## config.mk

```make
export PLATFORM = sky130hd
export DESIGN_NAME = ubd_top
export DESIGN_NICKNAME = d
export VERILOG_FILES = /design/src/verilog/ubd_prescaler.v /design/src/verilog/ubd_baud_counter.v /design/src/verilog/ubd_top.v
export VERILOG_INCLUDE_DIRS = /design/src /design/src/verilog
export SDC_FILE = /design/constraint.sdc
export NUM_CORES = 1
export LEC_CHECK = 0
export BUFFER_PORTS_ARGS = -buffer_cell sky130_fd_sc_hd__clkbuf_2
export CAP_MARGIN = 20
export CELL_PAD_IN_SITES_DETAIL_PLACEMENT = 0
export CELL_PAD_IN_SITES_GLOBAL_PLACEMENT = 1
export CORE_AREA = 2 2 125 127
export DETAILED_ROUTE_END_ITERATION = 12
export DIE_AREA = 0 0 127 129
export GPL_TIMING_DRIVEN = 0
export PLACE_DENSITY_LB_ADDON = 0.15
export SYNTH_ARGS = -nofsm -noshare
export SYNTH_HDL_FRONTEND = slang
export SYNTH_SLANG_ARGS = --single-unit
```

## constraint.sdc

```tcl
create_clock -name clk -period 3.8 [get_ports clk]
set_clock_uncertainty 0.15 [all_clocks]
set_input_delay 0.19 -clock clk [delete_from_list [all_inputs] [get_ports clk]]
set_output_delay 0.19 -clock clk [all_outputs]
set_load 0.01 [all_outputs]
```

## src/verilog/ubd_map.vh

```
`ifndef UBD_MAP_VH
`define UBD_MAP_VH

// ---------------------------------------------------------------
// register offsets (word index, byte address = index * 4)
// ---------------------------------------------------------------
`define UBD_OFS_DIV_LOW    3'h0
`define UBD_OFS_DIV_HIGH   3'h1
`define UBD_OFS_EXT_ONE    3'h2
`define UBD_OFS_LINE_CTRL  3'h3
`define UBD_OFS_EXT_TWO    3'h4
`define UBD_OFS_MODEM_CTRL 3'h4
`define UBD_OFS_RSVD5      3'h5
`define UBD_OFS_TX_LEVEL   3'h6
`define UBD_OFS_RX_LEVEL   3'h7
`define UBD_ADR_LSB        2
`define UBD_ADR_MSB        4

// ---------------------------------------------------------------
// bank select and field positions
// ---------------------------------------------------------------
`define UBD_BANK_LEGACY    2'h1
`define UBD_BANK_EXT       2'h2
`define UBD_LCR_BANK_BIT   7
`define UBD_BSR_CODE_B2    8'hE0
`define UBD_BSR_CODE_B3    8'hE4
`define UBD_EXT1_SEL       0
`define UBD_EXT1_LOOP      4
`define UBD_EXT1_LBTX      5
`define UBD_EXT1_BAUD_GENERATOR_TEST_BIT     7
`define UBD_EXT2_LOCK      7
`define UBD_MCR_DTR        0
`define UBD_MCR_RTS        1
`define UBD_MCR_OUT1       2
`define UBD_MCR_OUT2       3
`define UBD_MCR_LOOP       4

// ---------------------------------------------------------------
// writable masks and fallback clear masks
// ---------------------------------------------------------------
`define UBD_EXT1_WMASK     8'hB1
`define UBD_EXT2_WMASK     8'hB0
`define UBD_FB_EXT_MCR     8'h03
`define UBD_FB_EXT_EXT1    8'h5E
`define UBD_FB_EXT_EXT2    8'hC0
`define UBD_FB_NEX_EXT1    8'h5F
`define UBD_ZERO8          8'h00

// ---------------------------------------------------------------
// prescaler codes and fractional ratios (numer/denom)
// ---------------------------------------------------------------
`define UBD_PRE_13         2'h0
`define UBD_PRE_1P625      2'h1
`define UBD_PRE_RSVD       2'h2
`define UBD_PRE_1          2'h3
`define UBD_PRE13_NUM      5'h0D
`define UBD_PRE13_DEN      5'h01
`define UBD_PRE1625_NUM    5'h0D
`define UBD_PRE1625_DEN    5'h08
`define UBD_PRE1_NUM       5'h01
`define UBD_PRE1_DEN       5'h01
`define UBD_DIV_ONE        16'h0001
`define UBD_DIV_ZERO       16'h0000

`endif

```

## src/verilog/ubd_prescaler.v

```verilog
`timescale 1ns/1ps
`default_nettype none
`include "ubd_map.vh"

// fractional prescaler: pulses at clk*den/num using an accumulator
module ubd_prescaler (
	input  wire       clk,
	input  wire       rst_n,
	input  wire [1:0] preSel,
	output reg        preTick
);

	reg  [4:0] accQ;
	reg  [4:0] accD;
	reg  [4:0] num;
	reg  [4:0] den;
	wire [5:0] sum;

	// --------------------------------------------------------
	// ratio select
	// --------------------------------------------------------
	always @* begin
		case (preSel)
			`UBD_PRE_13: begin
				num = `UBD_PRE13_NUM;
				den = `UBD_PRE13_DEN;
			end
			`UBD_PRE_1P625: begin
				num = `UBD_PRE1625_NUM;
				den = `UBD_PRE1625_DEN;
			end
			default: begin // reserved code behaves as 1
				num = `UBD_PRE1_NUM;
				den = `UBD_PRE1_DEN;
			end
		endcase
	end

	assign sum = {1'b0, accQ} + {1'b0, den};

	// accumulate; one tick each time the sum reaches num
	always @* begin
		if (sum >= {1'b0, num})
			accD = sum[4:0] - num;
		else
			accD = sum[4:0];
	end

	always @(posedge clk or negedge rst_n) begin
		if (!rst_n) begin
			accQ    <= 5'h00;
			preTick <= 1'b0;
		end else begin
			accQ    <= (accD >= num) ? 5'h00 : accD;
			preTick <= (sum >= {1'b0, num}); // [RULE3]
		end
	end

endmodule
`default_nettype wire

```

## src/verilog/ubd_baud_counter.v

```verilog
`timescale 1ns/1ps
`default_nettype none
`include "ubd_map.vh"

// divisor counter giving one 16x pulse per expiry
module ubd_baud_counter (
	input  wire        clk,
	input  wire        rst_n,
	input  wire        preTick,
	input  wire [15:0] divisor,
	input  wire        loadNow,
	output reg         baudX16
);

	reg [15:0] cntQ;

	// --------------------------------------------------------
	// count down on prescaled ticks, reload on expiry or write
	// --------------------------------------------------------
	always @(posedge clk or negedge rst_n) begin
		if (!rst_n) begin
			cntQ    <= `UBD_DIV_ONE;
			baudX16 <= 1'b0;
		end else if (loadNow) begin
			cntQ    <= divisor; // [RULE6]
			baudX16 <= 1'b0;
		end else if (preTick) begin
			if (cntQ <= `UBD_DIV_ONE) begin
				cntQ    <= divisor; // [RULE23]
				baudX16 <= 1'b1;    // [RULE4]
			end else begin
				cntQ    <= cntQ - `UBD_DIV_ONE;
				baudX16 <= 1'b0;
			end
		end else begin
			baudX16 <= 1'b0;
		end
	end

endmodule
`default_nettype wire

```

## src/verilog/ubd_top.v

```verilog
`timescale 1ns/1ps
`default_nettype none
`include "ubd_map.vh"

// Operation
// RULE1: offsets 0 and 1 reach data ports or legacy divisor per bank bit
// RULE2: any legacy divisor access falls back to non-extended mode
// RULE3: baud input is 24 MHz over prescale 13, 1.625 or 1
// RULE4: divisor divides prescaled clock to 16x baud pulse
// RULE5: software never programs divisor zero
// RULE6: writing either divisor byte reloads the counter at once
// RULE7: divisor storage is not reset
// RULE8: non-extended with lock set: legacy access changes nothing
// RULE9: fallback clears mode-dependent bits of modem and extended controls
// RULE10: alternate divisor pair sets same divisor, never changes mode
// RULE11: alternate high byte write changes baud rate immediately
// RULE12: non-legacy software should use the alternate divisor pair
// RULE13: extended control one bit 0 selects extended mode, resets zero
// RULE14: loopback bit shared with modem control bit 4; code copies modem control bit 4 writes into it only in non-extended mode
// RULE15: extended loopback: terminal ready feeds set-ready/ring, rts feeds cts/dcd
// RULE16: loopback disconnects receive pins, feeds receivers from transmitters
// RULE17: loopback holds wired tx high, infrared tx low, unless enabled
// RULE18: loopback modem status comes from lower modem control bits
// RULE19: loopback transmit enable keeps serial output normal
// RULE20: baud test bit routes 16x clock to terminal-ready pin
// RULE21: prescaler field bits 5:4; 00=13, 01=1.625, 11=1
// RULE22: lock set: legacy ports reach two scratchpad bytes, no fallback; code does so only in non-extended mode, extended mode still falls back
// RULE23: counter reloads and pulses once per expiry
module ubd_top (
	input  wire        clk,
	input  wire        rst_n,
	input  wire        wb_cyc_i,
	input  wire        wb_stb_i,
	input  wire        wb_we_i,
	input  wire [4:0]  wb_adr_i,
	input  wire [3:0]  wb_sel_i,
	input  wire [31:0] wb_dat_i,
	output reg  [31:0] wb_dat_o,
	output reg         wb_ack_o,
	input  wire [7:0]  dataPortRd,
	output wire        dataPortRdStb,
	output wire        dataPortWrStb,
	output reg  [7:0]  dataPortWrData,
	input  wire [4:0]  txFifoLevel,
	input  wire [4:0]  rxFifoLevel,
	input  wire        txSerialInt,
	input  wire        txIrInt,
	output wire        txSerialPin,
	output wire        txIrPin,
	input  wire        rxSerialPin,
	input  wire        rxIrPin,
	output wire        rxSerialInt,
	output wire        rxIrInt,
	input  wire        ctsPin,
	input  wire        dsrPin,
	input  wire        riPin,
	input  wire        dcdPin,
	output wire        ctsInt,
	output wire        dsrInt,
	output wire        riInt,
	output wire        dcdInt,
	output wire        dtrPin,
	output wire        rtsPin,
	output wire        baudX16,
	output wire        extMode,
	output wire        loopEn,
	output wire [7:0]  lineCtrl,
	output wire [7:0]  modemCtrl
);

	// -----------------------------------------------------------
	// state
	// -----------------------------------------------------------
	reg  [7:0]  lcrQ;
	reg  [1:0]  bankQ;
	reg  [7:0]  ext1Q;
	reg  [7:0]  ext2Q;
	reg  [7:0]  mcrQ;
	reg  [15:0] divQ;
	reg  [7:0]  scrLowQ;
	reg  [7:0]  scrHighQ;
	reg         loadQ;
	reg  [7:0]  wrByte;
	wire        acc;
	wire [2:0]  idx;
	wire        legacyBank;
	wire        extBank;
	wire        divBank;
	wire        hitLegacy;
	wire        hitAlt;
	wire        locked;
	wire        fbExt;
	wire        fbNonExt;
	wire        loopMode;

	assign acc       = wb_cyc_i & wb_stb_i & ~wb_ack_o;
	assign idx       = wb_adr_i[`UBD_ADR_MSB:`UBD_ADR_LSB];
	assign legacyBank = (bankQ == `UBD_BANK_LEGACY);
	assign extBank   = (bankQ == `UBD_BANK_EXT);
	assign divBank   = lcrQ[`UBD_LCR_BANK_BIT];
	assign extMode   = ext1Q[`UBD_EXT1_SEL];
	assign locked    = ext2Q[`UBD_EXT2_LOCK];
	assign loopMode  = ext1Q[`UBD_EXT1_LOOP];
	assign loopEn    = loopMode;
	assign lineCtrl  = lcrQ;
	assign modemCtrl = mcrQ;

	// legacy divisor port hit: bank 1, or bank bit set in legacy map
	assign hitLegacy = acc & (idx <= `UBD_OFS_DIV_HIGH)
		& (legacyBank | (divBank & ~extBank)); // [RULE1]
	assign hitAlt    = acc & extBank & (idx <= `UBD_OFS_DIV_HIGH);

	// fallback flavours; none when non-extended and locked
	assign fbExt    = hitLegacy & extMode;              // [RULE2]
	assign fbNonExt = hitLegacy & ~extMode & ~locked;   // [RULE8]

	// data port strobes when bank bit clear in bank 0
	assign dataPortRdStb = acc & ~wb_we_i & ~divBank & ~legacyBank & ~extBank
		& (idx == `UBD_OFS_DIV_LOW); // [RULE1]
	assign dataPortWrStb = acc & wb_we_i & ~divBank & ~legacyBank & ~extBank
		& (idx == `UBD_OFS_DIV_LOW);

	always @* begin
		wrByte = wb_sel_i[0] ? wb_dat_i[7:0] : `UBD_ZERO8;
	end

	// -----------------------------------------------------------
	// control registers
	// -----------------------------------------------------------
	always @(posedge clk or negedge rst_n) begin
		if (!rst_n) begin
			lcrQ     <= `UBD_ZERO8;
			bankQ    <= 2'h0;
			ext1Q    <= `UBD_ZERO8; // [RULE13]
			ext2Q    <= `UBD_ZERO8;
			mcrQ     <= `UBD_ZERO8;
			wb_ack_o <= 1'b0;
			loadQ    <= 1'b0;
			dataPortWrData <= `UBD_ZERO8;
		end else begin
			wb_ack_o <= acc;
			loadQ    <= 1'b0;
			if (acc & wb_we_i & wb_sel_i[0]) begin
				if (idx == `UBD_OFS_LINE_CTRL) begin
					lcrQ <= wrByte;
					if (wrByte == `UBD_BSR_CODE_B2)
						bankQ <= `UBD_BANK_EXT;
					else if (wrByte[`UBD_LCR_BANK_BIT])
						bankQ <= `UBD_BANK_LEGACY;
					else
						bankQ <= 2'h0;
				end
				if (extBank & (idx == `UBD_OFS_EXT_ONE))
					ext1Q <= wrByte & `UBD_EXT1_WMASK; // [RULE13]
				if (extBank & (idx == `UBD_OFS_EXT_TWO))
					ext2Q <= wrByte & `UBD_EXT2_WMASK; // [RULE21]
				if (~extBank & ~legacyBank & (idx == `UBD_OFS_MODEM_CTRL)) begin
					mcrQ <= wrByte;
					if (~extMode)
						ext1Q[`UBD_EXT1_LOOP] <= wrByte[`UBD_MCR_LOOP]; // [RULE14]
				end
				if (dataPortWrStb)
					dataPortWrData <= wrByte;
				if ((hitLegacy & ~(~extMode & locked)) | hitAlt)
					loadQ <= 1'b1; // [RULE11]
			end
			// fallback on any legacy access, read or write, unless non-extended and locked
			if (fbExt) begin
				mcrQ  <= mcrQ & `UBD_FB_EXT_MCR;   // [RULE9]
				ext1Q <= ext1Q & `UBD_FB_EXT_EXT1;
				ext2Q <= ext2Q & `UBD_FB_EXT_EXT2;
			end else if (fbNonExt) begin
				ext1Q <= ext1Q & `UBD_FB_NEX_EXT1; // [RULE9]
				ext2Q <= ext2Q & `UBD_FB_EXT_EXT2;
			end
		end
	end

	// -----------------------------------------------------------
	// divisor and scratchpad storage, no reset
	// -----------------------------------------------------------
	always @(posedge clk) begin
		if (acc & wb_we_i & wb_sel_i[0]) begin
			if (hitAlt | (hitLegacy & ~(~extMode & locked))) begin // [RULE10]
				if (idx == `UBD_OFS_DIV_LOW)
					divQ[7:0] <= wrByte; // [RULE7]
				else
					divQ[15:8] <= wrByte;
			end
			if (hitLegacy & ~extMode & locked) begin // [RULE22]
				if (idx == `UBD_OFS_DIV_LOW)
					scrLowQ <= wrByte;
				else
					scrHighQ <= wrByte;
			end
		end
	end

	// -----------------------------------------------------------
	// read mux
	// -----------------------------------------------------------
	always @(posedge clk or negedge rst_n) begin
		if (!rst_n) begin
			wb_dat_o <= 32'h00000000;
		end else if (acc & ~wb_we_i) begin
			wb_dat_o <= 32'h00000000;
			if (hitLegacy & ~extMode & locked)
				wb_dat_o[7:0] <= (idx == `UBD_OFS_DIV_LOW) ? scrLowQ : scrHighQ;
			else if (hitLegacy | hitAlt)
				wb_dat_o[7:0] <= (idx == `UBD_OFS_DIV_LOW) ? divQ[7:0] : divQ[15:8];
			else if (idx == `UBD_OFS_LINE_CTRL)
				wb_dat_o[7:0] <= lcrQ;
			else if (extBank) begin
				case (idx)
					`UBD_OFS_EXT_ONE:  wb_dat_o[7:0] <= ext1Q;
					`UBD_OFS_EXT_TWO:  wb_dat_o[7:0] <= ext2Q;
					`UBD_OFS_TX_LEVEL: wb_dat_o[4:0] <= txFifoLevel;
					`UBD_OFS_RX_LEVEL: wb_dat_o[4:0] <= rxFifoLevel;
					default:           wb_dat_o[7:0] <= `UBD_ZERO8;
				endcase
			end else if (~legacyBank) begin
				if (idx == `UBD_OFS_DIV_LOW)
					wb_dat_o[7:0] <= dataPortRd;
				else if (idx == `UBD_OFS_MODEM_CTRL)
					wb_dat_o[7:0] <= mcrQ;
			end
		end
	end

	// -----------------------------------------------------------
	// baud generation
	// -----------------------------------------------------------
	wire preTick;

	ubd_prescaler uPre (
		.clk     (clk),
		.rst_n   (rst_n),
		.preSel  (ext2Q[5:4]), // [RULE3]
		.preTick (preTick)
	);

	ubd_baud_counter uCnt (
		.clk     (clk),
		.rst_n   (rst_n),
		.preTick (preTick),
		.divisor (divQ),
		.loadNow (loadQ), // [RULE6]
		.baudX16 (baudX16)
	);

	// -----------------------------------------------------------
	// loopback routing
	// -----------------------------------------------------------
	wire txOn;
	assign txOn = ~loopMode | ext1Q[`UBD_EXT1_LBTX]; // [RULE19]

	assign txSerialPin = txOn ? txSerialInt : 1'b1; // [RULE17]
	assign txIrPin     = txOn ? txIrInt : 1'b0;
	assign rxSerialInt = loopMode ? txSerialInt : rxSerialPin; // [RULE16]
	assign rxIrInt     = loopMode ? txIrInt : rxIrPin;

	// internal modem status sources during loopback
	assign ctsInt = ~loopMode ? ctsPin : mcrQ[`UBD_MCR_RTS]; // [RULE18]
	assign dsrInt = ~loopMode ? dsrPin : mcrQ[`UBD_MCR_DTR];
	assign riInt  = ~loopMode ? riPin
		: (extMode ? mcrQ[`UBD_MCR_DTR] : mcrQ[`UBD_MCR_OUT1]); // [RULE15]
	assign dcdInt = ~loopMode ? dcdPin
		: (extMode ? mcrQ[`UBD_MCR_RTS] : mcrQ[`UBD_MCR_OUT2]);

	// test routing of 16x clock to terminal-ready pin
	assign dtrPin = ext1Q[`UBD_EXT1_BAUD_GENERATOR_TEST_BIT] ? baudX16 // [RULE20]
		: (loopMode ? 1'b0 : mcrQ[`UBD_MCR_DTR]);
	assign rtsPin = loopMode ? 1'b0 : mcrQ[`UBD_MCR_RTS];

endmodule
`default_nettype wire

```

==> results.txt <==
----------------------------------------------------
[Run status]
  Outcome ... finished with violations
  Violated checks ... setup timing

[Yosys]
  Synthesized cell area ... 5450 um^2
  Synthesized area per cell ... 10.6 um^2
  Flip-flop cell with the highest count after synthesis ... sky130_fd_sc_hd__dfrtp_1
  Cells after synthesis ... 516
  Flop and latch count out of synthesis ... 98
  Share of synthesized flip-flops with an asynchronous set or reset ... 0.673
  Warning count from the yosys run ... 0
  Sequential element share of the synthesized area ... 0.479
  Number of flops mapped to enable cells by yosys ... 32
  Number of distinct standard cells referenced by the synthesized netlist ... 67

[Timing]
  Final critical-path setup slack ... -0.0487 ns
  Final-report max-slew violation count ... 0
  Relative slew slack ... 0.328
  Number of failing setup endpoints in the final timing report ... 3
  Post-Route Hold Slack ... 0.122 ns
  Setup repair after global routing missed its margin ... true
  Min cycle time layout ... 3.85 ns
  Hold Violations, Final ... 0
  Transition time of the tightest slew-check pin ... 0.999 ns
  Fin crit share ... 1.01
  Highest attainable clock frequency ... 260 MHz

[Placement]
  Final RePlAce weighted congestion ... 0.853
  Post-placement cell area ... 6310 um^2
  Half-perimeter wire length after detailed placement ... 11,400 um
  I/O Buffers ... 87

[Global routing]
  Number of antenna violations at the first check in global routing ... 0
  Total routing usage reported by global routing ... 0.193
  Maximum number of pins on one net before global-route repair ... 38
  Global route overflow ... 0
  Vias in the first global route ... 4,309
  Global-route wire length before repair ... 24,000 um

[Finish]
  Utilization after layout ... 0.461
  # nets final ... 741
  Summed area of non-filler cells in the final layout ... 6900 um^2
  Layout Area Growth over Synthesis ... 26.6%
  Layout cells sized above 1 ... 0.327
  Number of antenna cells inserted ... 0
  Most frequent cells in the layout ... 86 x sky130_fd_sc_hd__clkbuf_2, 64 x sky130_fd_sc_hd__dfrtp_1, 47 x sky130_fd_sc_hd__nand2_1
  Most frequent standard cell in the layout excluding fill and tap cells ... sky130_fd_sc_hd__clkbuf_2

[Power and ir drop]
  Clock network fraction of total power ... 0.284
  Leakage power ... 3.04 nW
  Pwr dens ... 513 nW/um^2
  Largest vdd supply drop ... 0.288 mV
  Int Power ... 2.39 mW
  Logic pwr share ... 0.345
  Part of the power in registers ... 0.371
  Switching fraction of total power ... 0.326
  NetSw ... 1.15 mW

[Clock network]
  Clock input transition at the sequential cells of the worst setup and hold paths ... 0.07 ns
  Cell at the root of the clock tree ... sky130_fd_sc_hd__clkbuf_16
  Max H-tree Level ... 3
  CTS tree ... yes
  Clock latency at the later pin of the worst-skew pair ... 0.36 ns
  Number of buffers created by CTS ... 9
  Max Root-Sink Buffers ... 2
  CTS Sinks ... 98

[Setup path]
  Arrival time of data at the critical path endpoint ... 3.94 ns
  Destination of the worst register-to-register timing path ... uPre.accQ[3]
  R2R setup slack ... -0.05 ns
  Startpoint kind of the worst setup timing path ... flip-flop
  CP required ... 3.89 ns
  R2R Path Start ... ext2Q[5]
  Path type of the worst setup path ... reg2reg
  Crit path capture type ... flip-flop
  Worst Path Max Fanout ... 3
  R2R cell count ... 14

[Route]
  Total wire length ... 15,300 um
  Number of nets with antenna violations after routing ... 0
  Detailed-router iteration count before antenna repair ... 4
  Met2 wirelength from detailed routing ... 7150 um
  Total routed wire length on the met1 layer ... 7240 um
  Vias per inst ... 5.18
  Met3 wire length ... 733 um
  Post-DR wirelength/cell ... 18.0 um
  Number of vias in the routed layout ... 4,401
  Count of routing violations after the opening detailed-route iteration ... 303
  Number of design rule violations left after detail routing ... 0
  Max layer used ... met4

[Floorplan]
  Die Width ... 127 um
  Initial Utilization ... 0.364
  CORE AREA ... 15,000 um^2
  Number of rows created at floorplan ... 45
  Overall die area ... 16,400 um^2
  Height of the die ... 129 um
  Boundary pin count ... 144

[Run]
  Max-cap violations ... 0

[Min path]
  Path class of the lowest-slack min-delay path ... in2reg
  Hold Path End ... loadQ
  Hold-critical path depth ... 4
  Start point of the worst min-delay path ... wb_adr_i[3]

----------------------------------------------------
## Yosys cell counts (all sizes together), types with 10 or more instances
master	n	area share
dfrtp	65	0.30
nand2	47	0.032
buf	34	0.044
edfxtp	32	0.18
nor2	31	0.022
mux2	29	0.060
mux2i	22	0.040
o21ai	19	0.017
inv	17	0.012
clkbuf	16	0.011
nand3	15	0.014
a21oi	14	0.016
ha	13	0.030
a22o	11	0.018
and2	11	0.013
nor4	11	0.017
nor3	10	0.010
## layout make-up
type / count / area (um^2)
plain buffers: 49 / 294
clock buffers: 10 / 229
clock inverters: 6 / 97.6
fillers: 1453 / 8080
inverters: 17 / 63.8
multi-input cells: 375 / 2750
flip-flops and latches: 98 / 2620
well taps: 188 / 235
repair buffers: 106 / 616
## routing by layer
layer  GRT usage  vias up
met4      0.0504        0
met1       0.270     2131
met3      0.0391       11
met5           0        -
li1            -     2142
met2       0.309      117
## registers in the layout, summed over array words and instances, names as in the netlist, 2 cells and up
| name | cells |
|---|---|
| ext1Q | 4 |
| uCnt.cntQ | 16 |
| uPre.accQ | 5 |
| bankQ | 2 |
| divQ | 16 |
| modemCtrl | 8 |
| scrLowQ | 8 |
| lineCtrl | 8 |
| ext2Q | 3 |
| wb_dat_o | 8 |
| dataPortWrData | 8 |
| scrHighQ | 8 |
## how the worst max path moves through the flow
stage          startpoint      endpoint  slack [ns]
2_1_floorplan    ext2Q[5]  uPre.accQ[3]       0.004
3_3_place_gp     ext2Q[5]  uPre.accQ[3]       -0.35
3_5_place_dp     ext2Q[5]  uPre.accQ[3]       -0.38
4_1_cts          ext2Q[5]  uPre.accQ[3]       -0.12
5_1_grt          ext2Q[5]  uPre.accQ[3]       -0.18
6_report         ext2Q[5]  uPre.accQ[3]       -0.05
## power by group through the flow
stage                     sequential [mW]  combinational [mW]  clock [mW]
after floorplan                      1.31               0.766           0
after global placement               1.32                1.05           0
after detailed placement             1.33                1.07           0
after CTS                            1.31                1.19        1.04
after global routing                 1.33                1.37        1.08
final                                1.31                1.22        1.01
## cell families after synthesis
group | share of synthesized area
other | 0.000688
AND/OR/NAND/NOR | 0.164
AO/OA/AOI/OAI | 0.150
buffers and inverters | 0.0663
flip-flops | 0.479
XOR/XNOR | 0.00964
multiplexers | 0.100
adder cells (fa/ha/maj) | 0.0298
## critical path, stage by stage, from the launching register on
cell	delay (ns)
sky130_fd_sc_hd__dfrtp_1	0.38
sky130_fd_sc_hd__nand2b_4	0.16
sky130_fd_sc_hd__ha_4	0.17
sky130_fd_sc_hd__ha_4	0.17
sky130_fd_sc_hd__xor2_4	0.16
sky130_fd_sc_hd__ha_4	0.25
sky130_fd_sc_hd__a32o_2	0.28
sky130_fd_sc_hd__a31oi_4	0.16
sky130_fd_sc_hd__or4b_4	0.51
sky130_fd_sc_hd__mux2_4	0.33
sky130_fd_sc_hd__ha_4	0.28
sky130_fd_sc_hd__nand3_2	0.05
sky130_fd_sc_hd__a2111o_1	0.41
sky130_fd_sc_hd__nand4_1	0.18
sky130_fd_sc_hd__nor2b_1	0.07
## stage by stage
stage	total power [mW]	TNS (ns)	cells	setup slack (ns)
finish	3.54	-0.125	849	-0.0487
global route	3.78	-0.604	849	-0.184
CTS	3.54	-0.350	848	-0.122
detailed placement	2.40	-1.34	816	-0.380
global placement	2.37	-1.24	815	-0.348
floorplan	2.08	0	540	0.00398
## what timing repair did
| item | CTS | global route |
|---|---|---|
| endpoints found under the hold margin | 44 | 0 |
| gates resized for setup | 12 | 7 |
| hold buffers | 9 | 0 |
| pin swaps | 8 | 9 |
| setup buffers | 7 | 2 |
| endpoints found under the setup margin | 4 | 4 |
(Power assumes the default switching activity.)
